## src/crtrt_pkg.sv

```systemverilog
// Constants, field layouts and carrier types for the CRT row refresh timing block.
// Assumes a 250 MHz system clock and a host that writes through the sampled pin bundle.
// Summary of operation
// Drive separate horizontal and vertical retrace outputs for the monitor oscillators.
// Video blank is high throughout every horizontal and vertical retrace.
// Force video on drives video high at the cursor, regardless of blanking.
// Invert video when reverse is enabled; intensity boost asks for a brighter beam.
// Reset command takes four parameter bytes that set the display format.
// Start display carries burst settings in its byte; four commands take no parameters.
// Load cursor takes column and row bytes; light pen read gives two bytes.
// Preset counters clears every internal counter; the code reloads the burst count instead and keeps the two-entry buffer count.
// Four special codes in the row buffer act instead of displaying.
// End of row blanks the remaining positions until the line ends.
// End of row stop loading blanks likewise and stops requests for that row.
// End of screen blanks until the frame ends.
// End of screen stop loading blanks likewise and stops requests until frame end.
// Burst of 1, 2, 4 or 8 characters per request, with programmable spacing.
// Row not filled within one row time flags underrun and blanks to vertical retrace.
// Default format: ten scan lines per row, 63.5 us per scan line; the code gives 63.2 us, as CHAR_DIV_DEF truncates to 158.
// Host sends a command then 0 to 4 parameters, chip select low, select line steering.
// Host loads row bytes with chip select high, buffer select and write strobes.
// Interrupt request rises at the start of the last display row of each frame.
package crtrt_pkg;
  localparam int CLK_PERIOD_PS = 4000;
  localparam int SCAN_LINE_PS = 63500000;
  localparam int LINE_TOTAL_CHARS = 100;
  localparam int CHAR_DIV_DEF = SCAN_LINE_PS / (CLK_PERIOD_PS * LINE_TOTAL_CHARS);
  localparam int ROW_CHARS_DEF = 80;
  localparam int SYNC_W = 13;
  localparam int BURST_SPACE_UNIT = 8;

  localparam logic [2:0] CMD_RESET = 3'h0;
  localparam logic [2:0] CMD_START = 3'h1;
  localparam logic [2:0] CMD_STOP = 3'h2;
  localparam logic [2:0] CMD_PEN = 3'h3;
  localparam logic [2:0] CMD_CURSOR = 3'h4;
  localparam logic [2:0] CMD_INT_EN = 3'h5;
  localparam logic [2:0] CMD_INT_DIS = 3'h6;
  localparam logic [2:0] CMD_PRESET = 3'h7;
  localparam logic [2:0] NPAR_RESET = 3'h4;
  localparam logic [2:0] NPAR_TWO = 3'h2;

  localparam logic [7:0] CODE_EOR = 8'hF0;
  localparam logic [7:0] CODE_EOR_STOP = 8'hF1;
  localparam logic [7:0] CODE_EOS = 8'hF2;
  localparam logic [7:0] CODE_EOS_STOP = 8'hF3;
  localparam logic [1:0] ATTR_TAG = 2'h2;
  localparam int ATTR_REV_BIT = 4;
  localparam int ATTR_HI_BIT = 0;

  localparam logic [6:0] FMT_CHARS_M1_DEF = 7'h4F;
  localparam logic [5:0] FMT_ROWS_M1_DEF = 6'h18;
  localparam logic [3:0] FMT_LINES_M1_DEF = 4'h9;
  localparam logic [4:0] FMT_HRT_M1_DEF = 5'h13;
  localparam logic [1:0] FMT_VRT_M1_DEF = 2'h1;

  typedef struct packed {
    logic cs_n;
    logic wr_n;
    logic rd_n;
    logic cmd_sel;
    logic row_buffer_select;
    logic pen;
    logic [6:0] unused_pad;
  } crtrt_ctl_t;

  typedef struct packed {
    logic horiz_retrace_out;
    logic vert_retrace_out;
    logic video_blank_out;
    logic force_video_on;
    logic invert_video_out;
    logic intensity_boost_out;
  } crtrt_video_t;

  typedef struct packed {
    logic [6:0] chars_m1;
    logic [5:0] rows_m1;
    logic [3:0] lines_m1;
    logic cursor_rev;
    logic rev_en;
    logic [4:0] hrt_m1;
    logic [1:0] vrt_m1;
  } crtrt_fmt_t;
endpackage : crtrt_pkg

```

## src/crtrt_top.sv

```systemverilog
// CRT row refresh timing: command decode, row buffers, retrace timing and video controls.
// Assumes asynchronous host pins (strobes and data) and a one-clock system; srst_i synchronous.
`timescale 1ns/1ps
`default_nettype none
module crtrt_top #(
  parameter int CHAR_DIV = crtrt_pkg::CHAR_DIV_DEF,
  parameter int ROW_CHARS = crtrt_pkg::ROW_CHARS_DEF
) (
  input wire logic sys_clk_i,
  input wire logic srst_i,
  input wire crtrt_pkg::crtrt_ctl_t ctl_i,
  input wire logic [7:0] data_i,
  output logic [7:0] rd_data_o,
  output logic wr_ready_o,
  output logic buf_req_o,
  output logic irq_o,
  output logic underrun_o,
  output logic [6:0] char_code_o,
  output logic [3:0] line_count_o,
  output crtrt_pkg::crtrt_video_t video_o
);
  import crtrt_pkg::*;

  if (CHAR_DIV < 2 || ROW_CHARS < 1 || ROW_CHARS > 128) begin : g_bad_param
    $error("crtrt_top: CHAR_DIV or ROW_CHARS out of range");
  end

  localparam logic [7:0] DIV_LAST = 8'(CHAR_DIV - 1);
  localparam logic [6:0] ROW_LAST = 7'(ROW_CHARS - 1);

  typedef struct packed {
    logic [2:0][SYNC_W+7:0] sync;
    logic [SYNC_W+7:0] filt;
    crtrt_fmt_t fmt;
    logic [2:0] cmd;
    logic [2:0] par_left;
    logic display_en;
    logic int_en;
    logic irq;
    logic [2:0] burst_code;
    logic [2:0] space_code;
    logic [3:0] burst_left;
    logic [5:0] space_cnt;
    logic [6:0] cur_col;
    logic [5:0] cur_row;
    logic [7:0] pen_col;
    logic [6:0] pen_row;
    logic pen_byte;
    logic [1:0][7:0] fifo;
    logic fifo_wp;
    logic fifo_rp;
    logic [1:0] fifo_cnt;
    logic [1:0][ROW_CHARS-1:0][7:0] rowbuf;
    logic disp;
    logic [6:0] fill_cnt;
    logic fill_done;
    logic stop_frame;
    logic [7:0] div_cnt;
    logic [7:0] char_cnt;
    logic [3:0] line_cnt;
    logic [6:0] row_cnt;
    logic blank_row;
    logic blank_frame;
    logic underrun;
    logic attr_rev;
    logic attr_hi;
    logic [6:0] char_code;
    logic [3:0] line_out;
    crtrt_video_t video;
  } crtrt_state_t;

  crtrt_state_t q, d;
  crtrt_ctl_t ctl_f, ctl_p;
  logic [7:0] bus_f;
  logic wr_fall, rd_fall, pen_rise, reg_wr, buf_wr, push, pop, ce;
  logic line_end, row_end, frame_end, in_hdisp, in_vdisp, load_win, at_cursor;
  logic [7:0] htotal_m1, ch, pop_byte;
  logic [6:0] vtotal_m1, chars_par;
  logic [3:0] burst_len;
  logic [5:0] space_len;

  always_comb begin
    d = q;
    // Only the agreeing second and third stages may move the filtered value
    d.sync[0] = {ctl_i[12:0], data_i};
    d.sync[1] = q.sync[0];
    d.sync[2] = q.sync[1];
    for (int b = 0; b < SYNC_W + 8; b++) begin
      if (q.sync[1][b] == q.sync[2][b]) begin
        d.filt[b] = q.sync[2][b];
      end
    end
    ctl_f = crtrt_ctl_t'(d.filt[SYNC_W+7:8]);
    ctl_p = crtrt_ctl_t'(q.filt[SYNC_W+7:8]);
    bus_f = d.filt[7:0];
    wr_fall = ctl_p.wr_n & ~ctl_f.wr_n;
    rd_fall = ctl_p.rd_n & ~ctl_f.rd_n;
    pen_rise = ~ctl_p.pen & ctl_f.pen;
    reg_wr = wr_fall & ~ctl_f.cs_n;
    buf_wr = wr_fall & ctl_f.cs_n & ctl_f.row_buffer_select;

    htotal_m1 = {1'b0, q.fmt.chars_m1} + {3'h0, q.fmt.hrt_m1} + 8'h01;
    vtotal_m1 = {1'b0, q.fmt.rows_m1} + {5'h00, q.fmt.vrt_m1} + 7'h01;
    in_hdisp = q.char_cnt <= {1'b0, q.fmt.chars_m1};
    in_vdisp = q.row_cnt <= {1'b0, q.fmt.rows_m1};
    load_win = q.display_en & ((q.row_cnt < {1'b0, q.fmt.rows_m1}) | (q.row_cnt == vtotal_m1));
    burst_len = 4'h1 << q.burst_code[1:0];
    space_len = 6'(q.space_code * BURST_SPACE_UNIT);
    chars_par = (bus_f[6:0] > ROW_LAST) ? ROW_LAST : bus_f[6:0];

    // Command and parameter writes
    if (reg_wr && !ctl_f.cmd_sel && q.par_left != 3'h0) begin
      d.par_left = q.par_left - 3'h1;
      case (q.cmd)
        CMD_RESET: begin
          case (q.par_left)
            3'h4: d.fmt.chars_m1 = chars_par;
            3'h3: d.fmt.rows_m1 = bus_f[5:0];
            3'h2: begin
              d.fmt.lines_m1 = bus_f[3:0];
              d.fmt.cursor_rev = bus_f[7];
            end
            default: begin
              d.fmt.hrt_m1 = bus_f[4:0];
              d.fmt.vrt_m1 = bus_f[6:5];
              d.fmt.rev_en = bus_f[7];
            end
          endcase
        end
        CMD_CURSOR: begin
          if (q.par_left == NPAR_TWO) begin
            d.cur_col = bus_f[6:0];
          end else begin
            d.cur_row = bus_f[5:0];
          end
        end
        default: d.par_left = 3'h0;
      endcase
    end else if (reg_wr && ctl_f.cmd_sel) begin
      d.cmd = bus_f[7:5];
      d.par_left = 3'h0;
      case (bus_f[7:5])
        CMD_RESET: begin
          d.par_left = NPAR_RESET;
          d.display_en = 1'b0;
        end
        CMD_START: begin
          d.display_en = 1'b1;
          d.burst_code = {1'b0, bus_f[1:0]};
          d.space_code = bus_f[4:2];
          d.burst_left = 4'h1 << bus_f[1:0];
          d.space_cnt = 6'h00;
        end
        CMD_STOP: d.display_en = 1'b0;
        CMD_PEN: begin
          d.par_left = NPAR_TWO;
          d.pen_byte = 1'b0;
        end
        CMD_CURSOR: d.par_left = NPAR_TWO;
        CMD_INT_EN: d.int_en = 1'b1;
        CMD_INT_DIS: begin
          d.int_en = 1'b0;
          d.irq = 1'b0;
        end
        default: ; // Preset handled below with the counters
      endcase
    end
    if (rd_fall && !ctl_f.cs_n && !ctl_f.cmd_sel && q.cmd == CMD_PEN && q.par_left != 3'h0) begin
      d.par_left = q.par_left - 3'h1;
      d.pen_byte = 1'b1;
    end
    if (pen_rise) begin
      d.pen_col = q.char_cnt;
      d.pen_row = q.row_cnt;
    end

    // Two-entry buffer between the host strobes and the row buffer
    push = buf_wr & (q.fifo_cnt != 2'h2);
    pop = (q.fifo_cnt != 2'h0) & ~q.fill_done & load_win;
    pop_byte = q.fifo[q.fifo_rp];
    if (push) begin
      d.fifo[q.fifo_wp] = bus_f;
      d.fifo_wp = ~q.fifo_wp;
      if (q.burst_left != 4'h0) begin
        d.burst_left = q.burst_left - 4'h1;
        if (q.burst_left == 4'h1) begin
          d.space_cnt = space_len;
        end
      end
    end
    if (pop) begin
      d.fifo_rp = ~q.fifo_rp;
      d.rowbuf[~q.disp][q.fill_cnt] = pop_byte;
      d.fill_cnt = q.fill_cnt + 7'h01;
      if (q.fill_cnt == q.fmt.chars_m1 || pop_byte == CODE_EOR_STOP) begin
        d.fill_done = 1'b1;
      end
      if (pop_byte == CODE_EOS_STOP) begin
        d.fill_done = 1'b1;
        d.stop_frame = 1'b1;
      end
    end
    d.fifo_cnt = q.fifo_cnt + {1'b0, push} - {1'b0, pop};

    // Character clock and raster counters
    ce = q.div_cnt == DIV_LAST;
    d.div_cnt = ce ? 8'h00 : q.div_cnt + 8'h01;
    line_end = ce & (q.char_cnt == htotal_m1);
    row_end = line_end & (q.line_cnt == q.fmt.lines_m1);
    frame_end = row_end & (q.row_cnt == vtotal_m1);
    at_cursor = (q.char_cnt[6:0] == q.cur_col) & (q.row_cnt[5:0] == q.cur_row) & in_hdisp & in_vdisp;
    ch = (in_hdisp && q.char_cnt[6:0] <= ROW_LAST) ? q.rowbuf[q.disp][q.char_cnt[6:0]] : 8'h00;
    if (ce && q.burst_left == 4'h0) begin
      if (q.space_cnt == 6'h00) begin
        d.burst_left = burst_len;
      end else begin
        d.space_cnt = q.space_cnt - 6'h01;
      end
    end
    if (ce) begin
      d.char_cnt = line_end ? 8'h00 : q.char_cnt + 8'h01;
      d.char_code = 7'h00;
      if (in_hdisp && in_vdisp && q.display_en) begin
        if (ch == CODE_EOR || ch == CODE_EOR_STOP) begin
          d.blank_row = 1'b1;
        end else if (ch == CODE_EOS || ch == CODE_EOS_STOP) begin
          d.blank_frame = 1'b1;
        end else if (ch[7:6] == ATTR_TAG) begin
          d.attr_rev = ch[ATTR_REV_BIT];
          d.attr_hi = ch[ATTR_HI_BIT];
        end else if (!(q.blank_row || q.blank_frame || q.underrun)) begin
          // Stale bytes behind a stop code must not reach the character generator
          d.char_code = ch[6:0];
        end
      end
      d.line_out = q.line_cnt;
      d.video.horiz_retrace_out = ~in_hdisp;
      d.video.vert_retrace_out = ~in_vdisp;
      // Special codes and attribute bytes occupy a blank cell
      d.video.video_blank_out = ~in_hdisp | ~in_vdisp | ~q.display_en | q.blank_row | q.blank_frame | q.underrun
        | (ch[7:6] == ATTR_TAG) | (ch >= CODE_EOR && ch <= CODE_EOS_STOP) | d.blank_row | d.blank_frame;
      d.video.force_video_on = at_cursor & ~q.fmt.cursor_rev & (q.line_cnt == q.fmt.lines_m1) & q.display_en;
      d.video.invert_video_out = q.fmt.rev_en & in_hdisp & in_vdisp & (d.attr_rev ^ (at_cursor & q.fmt.cursor_rev));
      d.video.intensity_boost_out = in_hdisp & in_vdisp & d.attr_hi;
    end
    if (line_end) begin
      d.blank_row = 1'b0;
      d.line_cnt = (q.line_cnt == q.fmt.lines_m1) ? 4'h0 : q.line_cnt + 4'h1;
    end
    if (row_end) begin
      d.row_cnt = frame_end ? 7'h00 : q.row_cnt + 7'h01;
      d.attr_rev = 1'b0;
      d.attr_hi = 1'b0;
      if (q.row_cnt == {1'b0, q.fmt.rows_m1}) begin
        d.underrun = 1'b0;
        d.stop_frame = 1'b0;
        // Otherwise a stop code would keep the first row of the next frame from loading
        d.fill_done = 1'b0;
      end
      if (load_win) begin
        // A row not complete by its row boundary cannot be shown safely
        if (!d.fill_done) begin
          d.underrun = 1'b1;
        end
        d.disp = ~q.disp;
        d.fill_cnt = 7'h00;
        d.fill_done = d.stop_frame & ~(q.row_cnt == {1'b0, q.fmt.rows_m1});
      end
      if ((q.fmt.rows_m1 == 6'h00) ? frame_end : (q.row_cnt == {1'b0, q.fmt.rows_m1} - 7'h01)) begin
        d.irq = q.int_en;
      end else if (frame_end) begin
        d.irq = 1'b0;
      end
    end
    if (frame_end) begin
      d.blank_frame = 1'b0;
    end
    if (reg_wr && ctl_f.cmd_sel && bus_f[7:5] == CMD_PRESET) begin
      d.div_cnt = 8'h00;
      d.char_cnt = 8'h00;
      d.line_cnt = 4'h0;
      d.row_cnt = 7'h00;
      d.fill_cnt = 7'h00;
      d.space_cnt = 6'h00;
      d.burst_left = burst_len;
      d.fill_done = 1'b0;
    end
  end

  always_ff @(posedge sys_clk_i) begin
    if (srst_i) begin
      q <= '0;
      q.fmt <= '{FMT_CHARS_M1_DEF, FMT_ROWS_M1_DEF, FMT_LINES_M1_DEF, 1'b0, 1'b0, FMT_HRT_M1_DEF, FMT_VRT_M1_DEF};
    end else begin
      q <= d;
    end
  end

  // Back-pressure: no request while the buffer cannot take a word
  assign wr_ready_o = q.fifo_cnt != 2'h2;
  assign buf_req_o = load_win & ~q.fill_done & ~q.stop_frame & (q.burst_left != 4'h0) & (q.fifo_cnt == 2'h0);
  assign irq_o = q.irq;
  assign underrun_o = q.underrun;
  assign rd_data_o = q.pen_byte ? {1'b0, q.pen_row} : q.pen_col;
  assign char_code_o = q.char_code;
  assign line_count_o = q.line_out;
  assign video_o = q.video;
endmodule : crtrt_top
`default_nettype wire

```

## config.mk

```make
export PLATFORM = sky130hd
export DESIGN_NAME = crtrt_top
export DESIGN_NICKNAME = d
export VERILOG_FILES = /design/src/crtrt_pkg.sv /design/src/crtrt_top.sv
export SDC_FILE = /design/constraint.sdc
export NUM_CORES = 2
export LEC_CHECK = 0
export BUFFER_PORTS_ARGS = -buffer_cell sky130_fd_sc_hd__buf_2
export CORE_ASPECT_RATIO = 0.9
export CORE_UTILIZATION = 55
export DETAILED_ROUTE_END_ITERATION = 8
export PLACE_DENSITY = 0.71
export SYNTH_ARGS = -nofsm -noshare
export SYNTH_HDL_FRONTEND = slang
export SYNTH_SLANG_ARGS = --single-unit
```

## constraint.sdc

```tcl
create_clock -name sys_clk_i -period 3.95 [get_ports sys_clk_i]
set_input_delay 0.395 -clock sys_clk_i [delete_from_list [all_inputs] [get_ports sys_clk_i]]
set_output_delay 0.395 -clock sys_clk_i [all_outputs]
set_load 0.02 [all_outputs]
```

# == Word-level counts from Yosys, hierarchy flattened ==
# Index checks and enable logic that the tools add are counted.
# word_totals
output_inout_bits,29
word_cells,486
register_bits,1515
# classes
muxes,81
addsub,15
bitwise,58
shift,2
n_lt_le_gt_ge,16
n_eq_ne,45
reduce_logical,58
# ops
op,n
640-bit 2-to-1 mux,3
1280-bit bitwise mux,1
640-bit demux with 1-bit select,1
8-bit 2-to-1 mux,9
8-bit binary-select mux with 7-bit select,1
8-bit demux with 7-bit select,1
"8-bit equality test, second input constant",7
9-bit 2-to-1 mux,6
10-bit 2-to-1 mux,4
1-bit AND,30
1-bit 2-to-1 mux,30
3-bit AND reduction,10
7-bit equality test,4
7-bit 2-to-1 mux,4
"8-bit by 1-bit adder with 8-bit output, second input constant",3
22-bit 2-to-1 mux,1
"7-bit by 1-bit adder with 7-bit output, second input constant",3
"3-bit equality test, second input constant",6
17-bit 2-to-1 mux,1
1-bit NOT,17
16-bit bitwise mux,1
1-bit logical AND,16
"7-bit by 8-bit < comparator with 1-bit output, second input constant",2
"3-bit by 2-bit equality test with 1-bit output, second input constant",5
52 further kinds,109

# == Logic depth before layout (Yosys ltp) ==
# depth
word_depth,14
depth_mapped,17
depth_no_buf,15

# == Worst setup path before layout ==
# Ideal clock, no wire load.
# synth_path
path_kind,reg2reg
start,register q[33] (netlist name)
end,register q (netlist bit char_code_o[3])
n_path_buf,5
required_time_ns,3.891
path_stages_with_launch,17
arrival_ns,3.458
setup_ns,0.059
synth_period_minus_slack_ns,3.517
slack_ns,0.433
cell_sequence,dfxtp_1 buf_6 buf_12 buf_8 inv_1 buf_2 buf_2 ha_1 nor2b_1 o21a_1 o211ai_1 a21oi_1 or4b_2 nor3_1 nand2_1 o31ai_4 a22o_1
# synth_via
elab_chain_cells,9
word_cells_on_any_way,21
classes_between,2 x order compare; 5 x eq/ne; 9 x mux; 5 x reduce/logical
# synth_lines
item,line_no,source
from (decl),crtrt_top.sv:72,"crtrt_state_t q, d;"
"8-bit binary-select mux with 7-bit select, or another cell as far along",crtrt_top.sv:212,ch = (in_hdisp && q.char_cnt[6:0] <= ROW_LAST) ? q.rowbuf[q.disp][q.char_cnt[6:0]] : 8'h00;
8-bit 2-to-1 mux (not written as such) or 1-bit logical AND (tied branches),crtrt_top.sv:212,
8-bit 2-to-1 mux,crtrt_top.sv:212,
"8-bit equality test, or another cell as far along",crtrt_top.sv:226,end else if (ch == CODE_EOS || ch == CODE_EOS_STOP) begin
1-bit logical OR or 7-bit 2-to-1 mux (tied branches),"crtrt_top.sv:226, crtrt_top.sv:228",
9-bit 2-to-1 mux,crtrt_top.sv:226,
9-bit 2-to-1 mux,crtrt_top.sv:224,if (ch == CODE_EOR || ch == CODE_EOR_STOP) begin
9-bit 2-to-1 mux (*),crtrt_top.sv:223,if (in_hdisp && in_vdisp && q.display_en) begin
9-bit 2-to-1 mux (*),crtrt_top.sv:220,if (ce) begin
# Mark *: on every way between the ends. The rest lies on a longest branch, timed or not. The select of a mux whose other input is x is not followed.
# A chain may end at the register's enable or synchronous reset.

# == Final worst setup path ==
# layout_path
start,register q[34] (netlist name)
end,register q (netlist bit char_code_o[4])
# Same word-level chain as after synthesis.

==> results_dict.tcl <==
set metrics [dict create \
    timing.critical_path.slowest_cell_delay_ns 0.65 \
    vias_per_cell 6.25 \
    detailed_place_hpwl_um 122000 \
    rows 120 \
    fin_skew_ns 0.0343 \
    area_growth_pct 12.0 \
    grt_start_max_net_pins 244 \
    setup-violations-final 0 \
    required_ns 4.68 \
    worstSetupStartpointType "flip-flop" \
    setup.worst_path.class "flip-flop to flip-flop" \
    hold_slack_ns 0.0371 \
    syn_avg_cell_area_um2 10.2 \
    min_period_over_period_pct 99.1 \
    tritoncts "built" \
    cts_made_buffers 153 \
    clk_transition_reported_paths_ns 0.06 \
    power.density_cell_area_nw_per_um2 409 \
    post_synth_inst_count 6488 \
    multiInputGateArea_um2 33000 \
    gr-total-overflow 0 \
    area.sequential_um2 29900 \
    rrSetupSlack_ns 0.03 \
    track_usage_pct 30.7 \
    crit_path_cell_trace "buf_12, buf_4, mux4_2, a22o_1, a21oi_1, nand4_1, a31oi_2, o21ai_0, buf_4, and4bb_4, o31ai_4, a22o_1" \
    finalWorstPathRequiredPeriod_ns 3.92 \
    floorplan.die.width_um 367 \
    synth_warnings 0 \
    vias_in_the_first_global_route 48300 \
    drive_gt1_share_pct 16.3 \
    cts_buffer_depth 3 \
    clock_sink_count 1494 \
    dpl_cell_area_um2 68500 \
    detailroute.via_count 50900 \
    worst-path-max-fanout 19 \
    postSynthRegisterBits 1494 \
    cts-root-buf "sky130_fd_sc_hd__clkbuf_16" \
    wire_length_of_the_first_global_routing_pass_um 291000 \
    clock_insertion_delay_worst_skew_ns 0.80 \
    worst_setup_path_end_kind "flip-flop" \
    drt-initial-drc-count 5657 \
    timing_max_transition_violations_final 0 \
    design.portCount 52 \
    route.detailed.drc 0 \
    place.port_buffers 44 \
    finalWirelength_um 190000 \
    clock.fmax_mhz 255 \
    core-area_um2 119000 \
    timing.critical_path.buf_inv 3 \
    setup-tns-final_ns 0 \
    cell_family_contributing_the_most_delay_on_the_critical_path "compound AO/OA/AOI/OAI gates" \
    hold_violations 0 \
    fill_cells 9544 \
    syn_area_um2 65900 \
    drt-pass1-iter-count 6 \
    fin_area_um2 73800 \
    htree_num_levels 4 \
    yosys.cell_types.count 94 \
    nets 6511 \
    design.die.area_um2 121000 \
    initial_antenna_violation_count 4 \
    max_cap_viol_count 0 \
    vdd_ir_drop_max_v 0.000382 \
    synth_seq_area_share_pct 45.4 \
    postSynth.asyncResetShare_pct 0 \
    tightest_slew_ns 1.21 \
    timing.hold.worst.class "input pin to flip-flop" \
    ys.flop_type "sky130_fd_sc_hd__dfxtp_1" \
    number_of_synthesized_flops_with_an_enable_pin 0 \
    chipHeight_um 330 \
    slew_headroom_pct 18.5 \
    place.gp.congestion 0.978 \
    cpMaxStageDelayCell "sky130_fd_sc_hd__dfxtp_4" \
    setup_repair_after_global_routing_missed_its_margin "false" \
    postRouteAntennaNets 0 \
    syn_nets 6550 \
    critPathArrivalTime_ns 4.64 \
    detail_route.wl_per_cell_um 23.2 \
    run_status "complete, no violations" \
    p_leak_nw 24.6 \
    initial_utilization_pct 55.4 \
    antennaDiodeCount 0 \
]
per-stage QoR:
| stage | instances | worst slack [ns] | util [%] | total power [W] |
|---|---|---|---|---|
| after floorplan | 6488 | 0.433 | - | 0.0157 |
| after global placement | 7861 | 0.109 | 57.6 | 0.0158 |
| after detailed placement | 7861 | 0.102 | 57.6 | 0.0158 |
| after CTS | 8152 | 0.0356 | 62.0 | 0.0303 |
| after global routing | 8157 | 0.0270 | 62.1 | 0.0309 |
| final | 8157 | 0.0343 | 62.1 | 0.0301 |
worst reg2reg max path, delay by kind of cell, from the launching register on:
family | cells | cell delay [ns]
DFF | 1 | 0.65
and+or+nand+nor | 2 | 0.34
muxes | 1 | 0.60
AOI/OAI and AO/OA | 6 | 1.52
buffers and inverters | 3 | 0.73
worst paths after layout:
path                    end  cells after the start     from
max          char_code_o[4]                     12    q[34]
min                 d[1487]                      2   srst_i
max reg2reg  char_code_o[4]                     12    q[34]
min reg2reg         d[1521]                      1  d[1500]
flip-flops by register name, indices dropped and copies added, names as in the netlist:
signal,count
d,28
ctl_p,6
irq_o,1
line_count_o,4
q,1441
underrun_o,1
char_code_o,7
video_o,6
cells by family after synthesis:
family	Yosys count	synth area share (%)
AOI/OAI and AO/OA	1085	9.26
xor gates and xnor gates	78	1.04
adders and majority gates	47	0.885
buffers and inverters	648	4.70
DFF	1494	45.4
muxes	1040	21.5
and+or+nand+nor	2096	17.2
repair_timing:
item,in CTS,in global routing
hold buffers,14,0
setup buffers,0,5
resized for setup,1,7
hold endpoints to repair,14,0
setup endpoints to repair,1,7
synth_stat cells (all sizes together) (73+ instances only):
cell type	instances	share of area, %
a21oi	100	0.76
buf	156	1.9
clkbuf	446	2.5
dfxtp	1494	45
mux2i	722	11
mux4	294	10
nand2	668	3.8
nand2b	86	0.82
nand3	380	2.9
nand3b	385	4.4
nand4	115	1.1
nor2	247	2.1
nor2b	73	0.69
o21ai	774	5.9
metal layers:
metal  vias up  GRT usage [%]  wire [µm]
met5         -              0         27
met4         4           13.2       7660
met3       458           6.12      16900
met2      2148           47.1      83900
met1     25100           42.4      81100
li1      23300              -          -
power breakdown:
group	leakage [nW]	internal (W)	switching, W
logic	10.0	0.000115	0.000257
clock network	2.49	0.00840	0.00628
registers	12.0	0.0151	0.0000106
total	24.6	0.0236	0.00654
area by class of cell:
type | instances | area share (%)
Tap cell | 1586 | 2.69
Sequential cell | 1494 | 40.6
Clock buffer | 217 | 5.96
Clock inverter | 60 | 0.933
Inverter | 46 | 0.251
Multi-Input combinational cell | 4346 | 44.7
Timing Repair Buffer | 408 | 4.89
layout by cell type, fill, tap and decap left out, types with 10 or more instances in the layout:
master                          instances
sky130_fd_sc_hd__a21o_1                11
sky130_fd_sc_hd__nor2_2                19
sky130_fd_sc_hd__xnor2_1               44
sky130_fd_sc_hd__a22o_1                10
sky130_fd_sc_hd__buf_2                 43
sky130_fd_sc_hd__a221oi_1              15
sky130_fd_sc_hd__buf_4                301
sky130_fd_sc_hd__buf_12                49
sky130_fd_sc_hd__nand4_1              114
sky130_fd_sc_hd__mux2_2                24
sky130_fd_sc_hd__o21ai_1               26
sky130_fd_sc_hd__nor3_1                33
sky130_fd_sc_hd__nand2_1              661
sky130_fd_sc_hd__nand2b_1              85
sky130_fd_sc_hd__mux4_2               280
sky130_fd_sc_hd__o22ai_1               11
sky130_fd_sc_hd__dlygate4sd3_1         14
sky130_fd_sc_hd__a31oi_1               14
sky130_fd_sc_hd__mux4_1                14
sky130_fd_sc_hd__a21oi_1              100
sky130_fd_sc_hd__nand3_1              376
sky130_fd_sc_hd__clkbuf_1              31
sky130_fd_sc_hd__nor4_1                24
sky130_fd_sc_hd__ha_1                  37
sky130_fd_sc_hd__mux2i_1              722
sky130_fd_sc_hd__nor2_1               175
sky130_fd_sc_hd__inv_1                 39
sky130_fd_sc_hd__clkinv_2              27
sky130_fd_sc_hd__dfxtp_1             1489
sky130_fd_sc_hd__a22oi_1               43
sky130_fd_sc_hd__clkbuf_8              33
sky130_fd_sc_hd__and2_1                25
sky130_fd_sc_hd__clkinvlp_4            10
sky130_fd_sc_hd__and3_1                13
sky130_fd_sc_hd__nor2b_1               71
sky130_fd_sc_hd__nand3b_1             385
sky130_fd_sc_hd__nor2_4                53
sky130_fd_sc_hd__o21ai_0              747
sky130_fd_sc_hd__xor2_1                34
sky130_fd_sc_hd__clkbuf_16            153
Note: power is estimated with default switching activity, not from simulation.
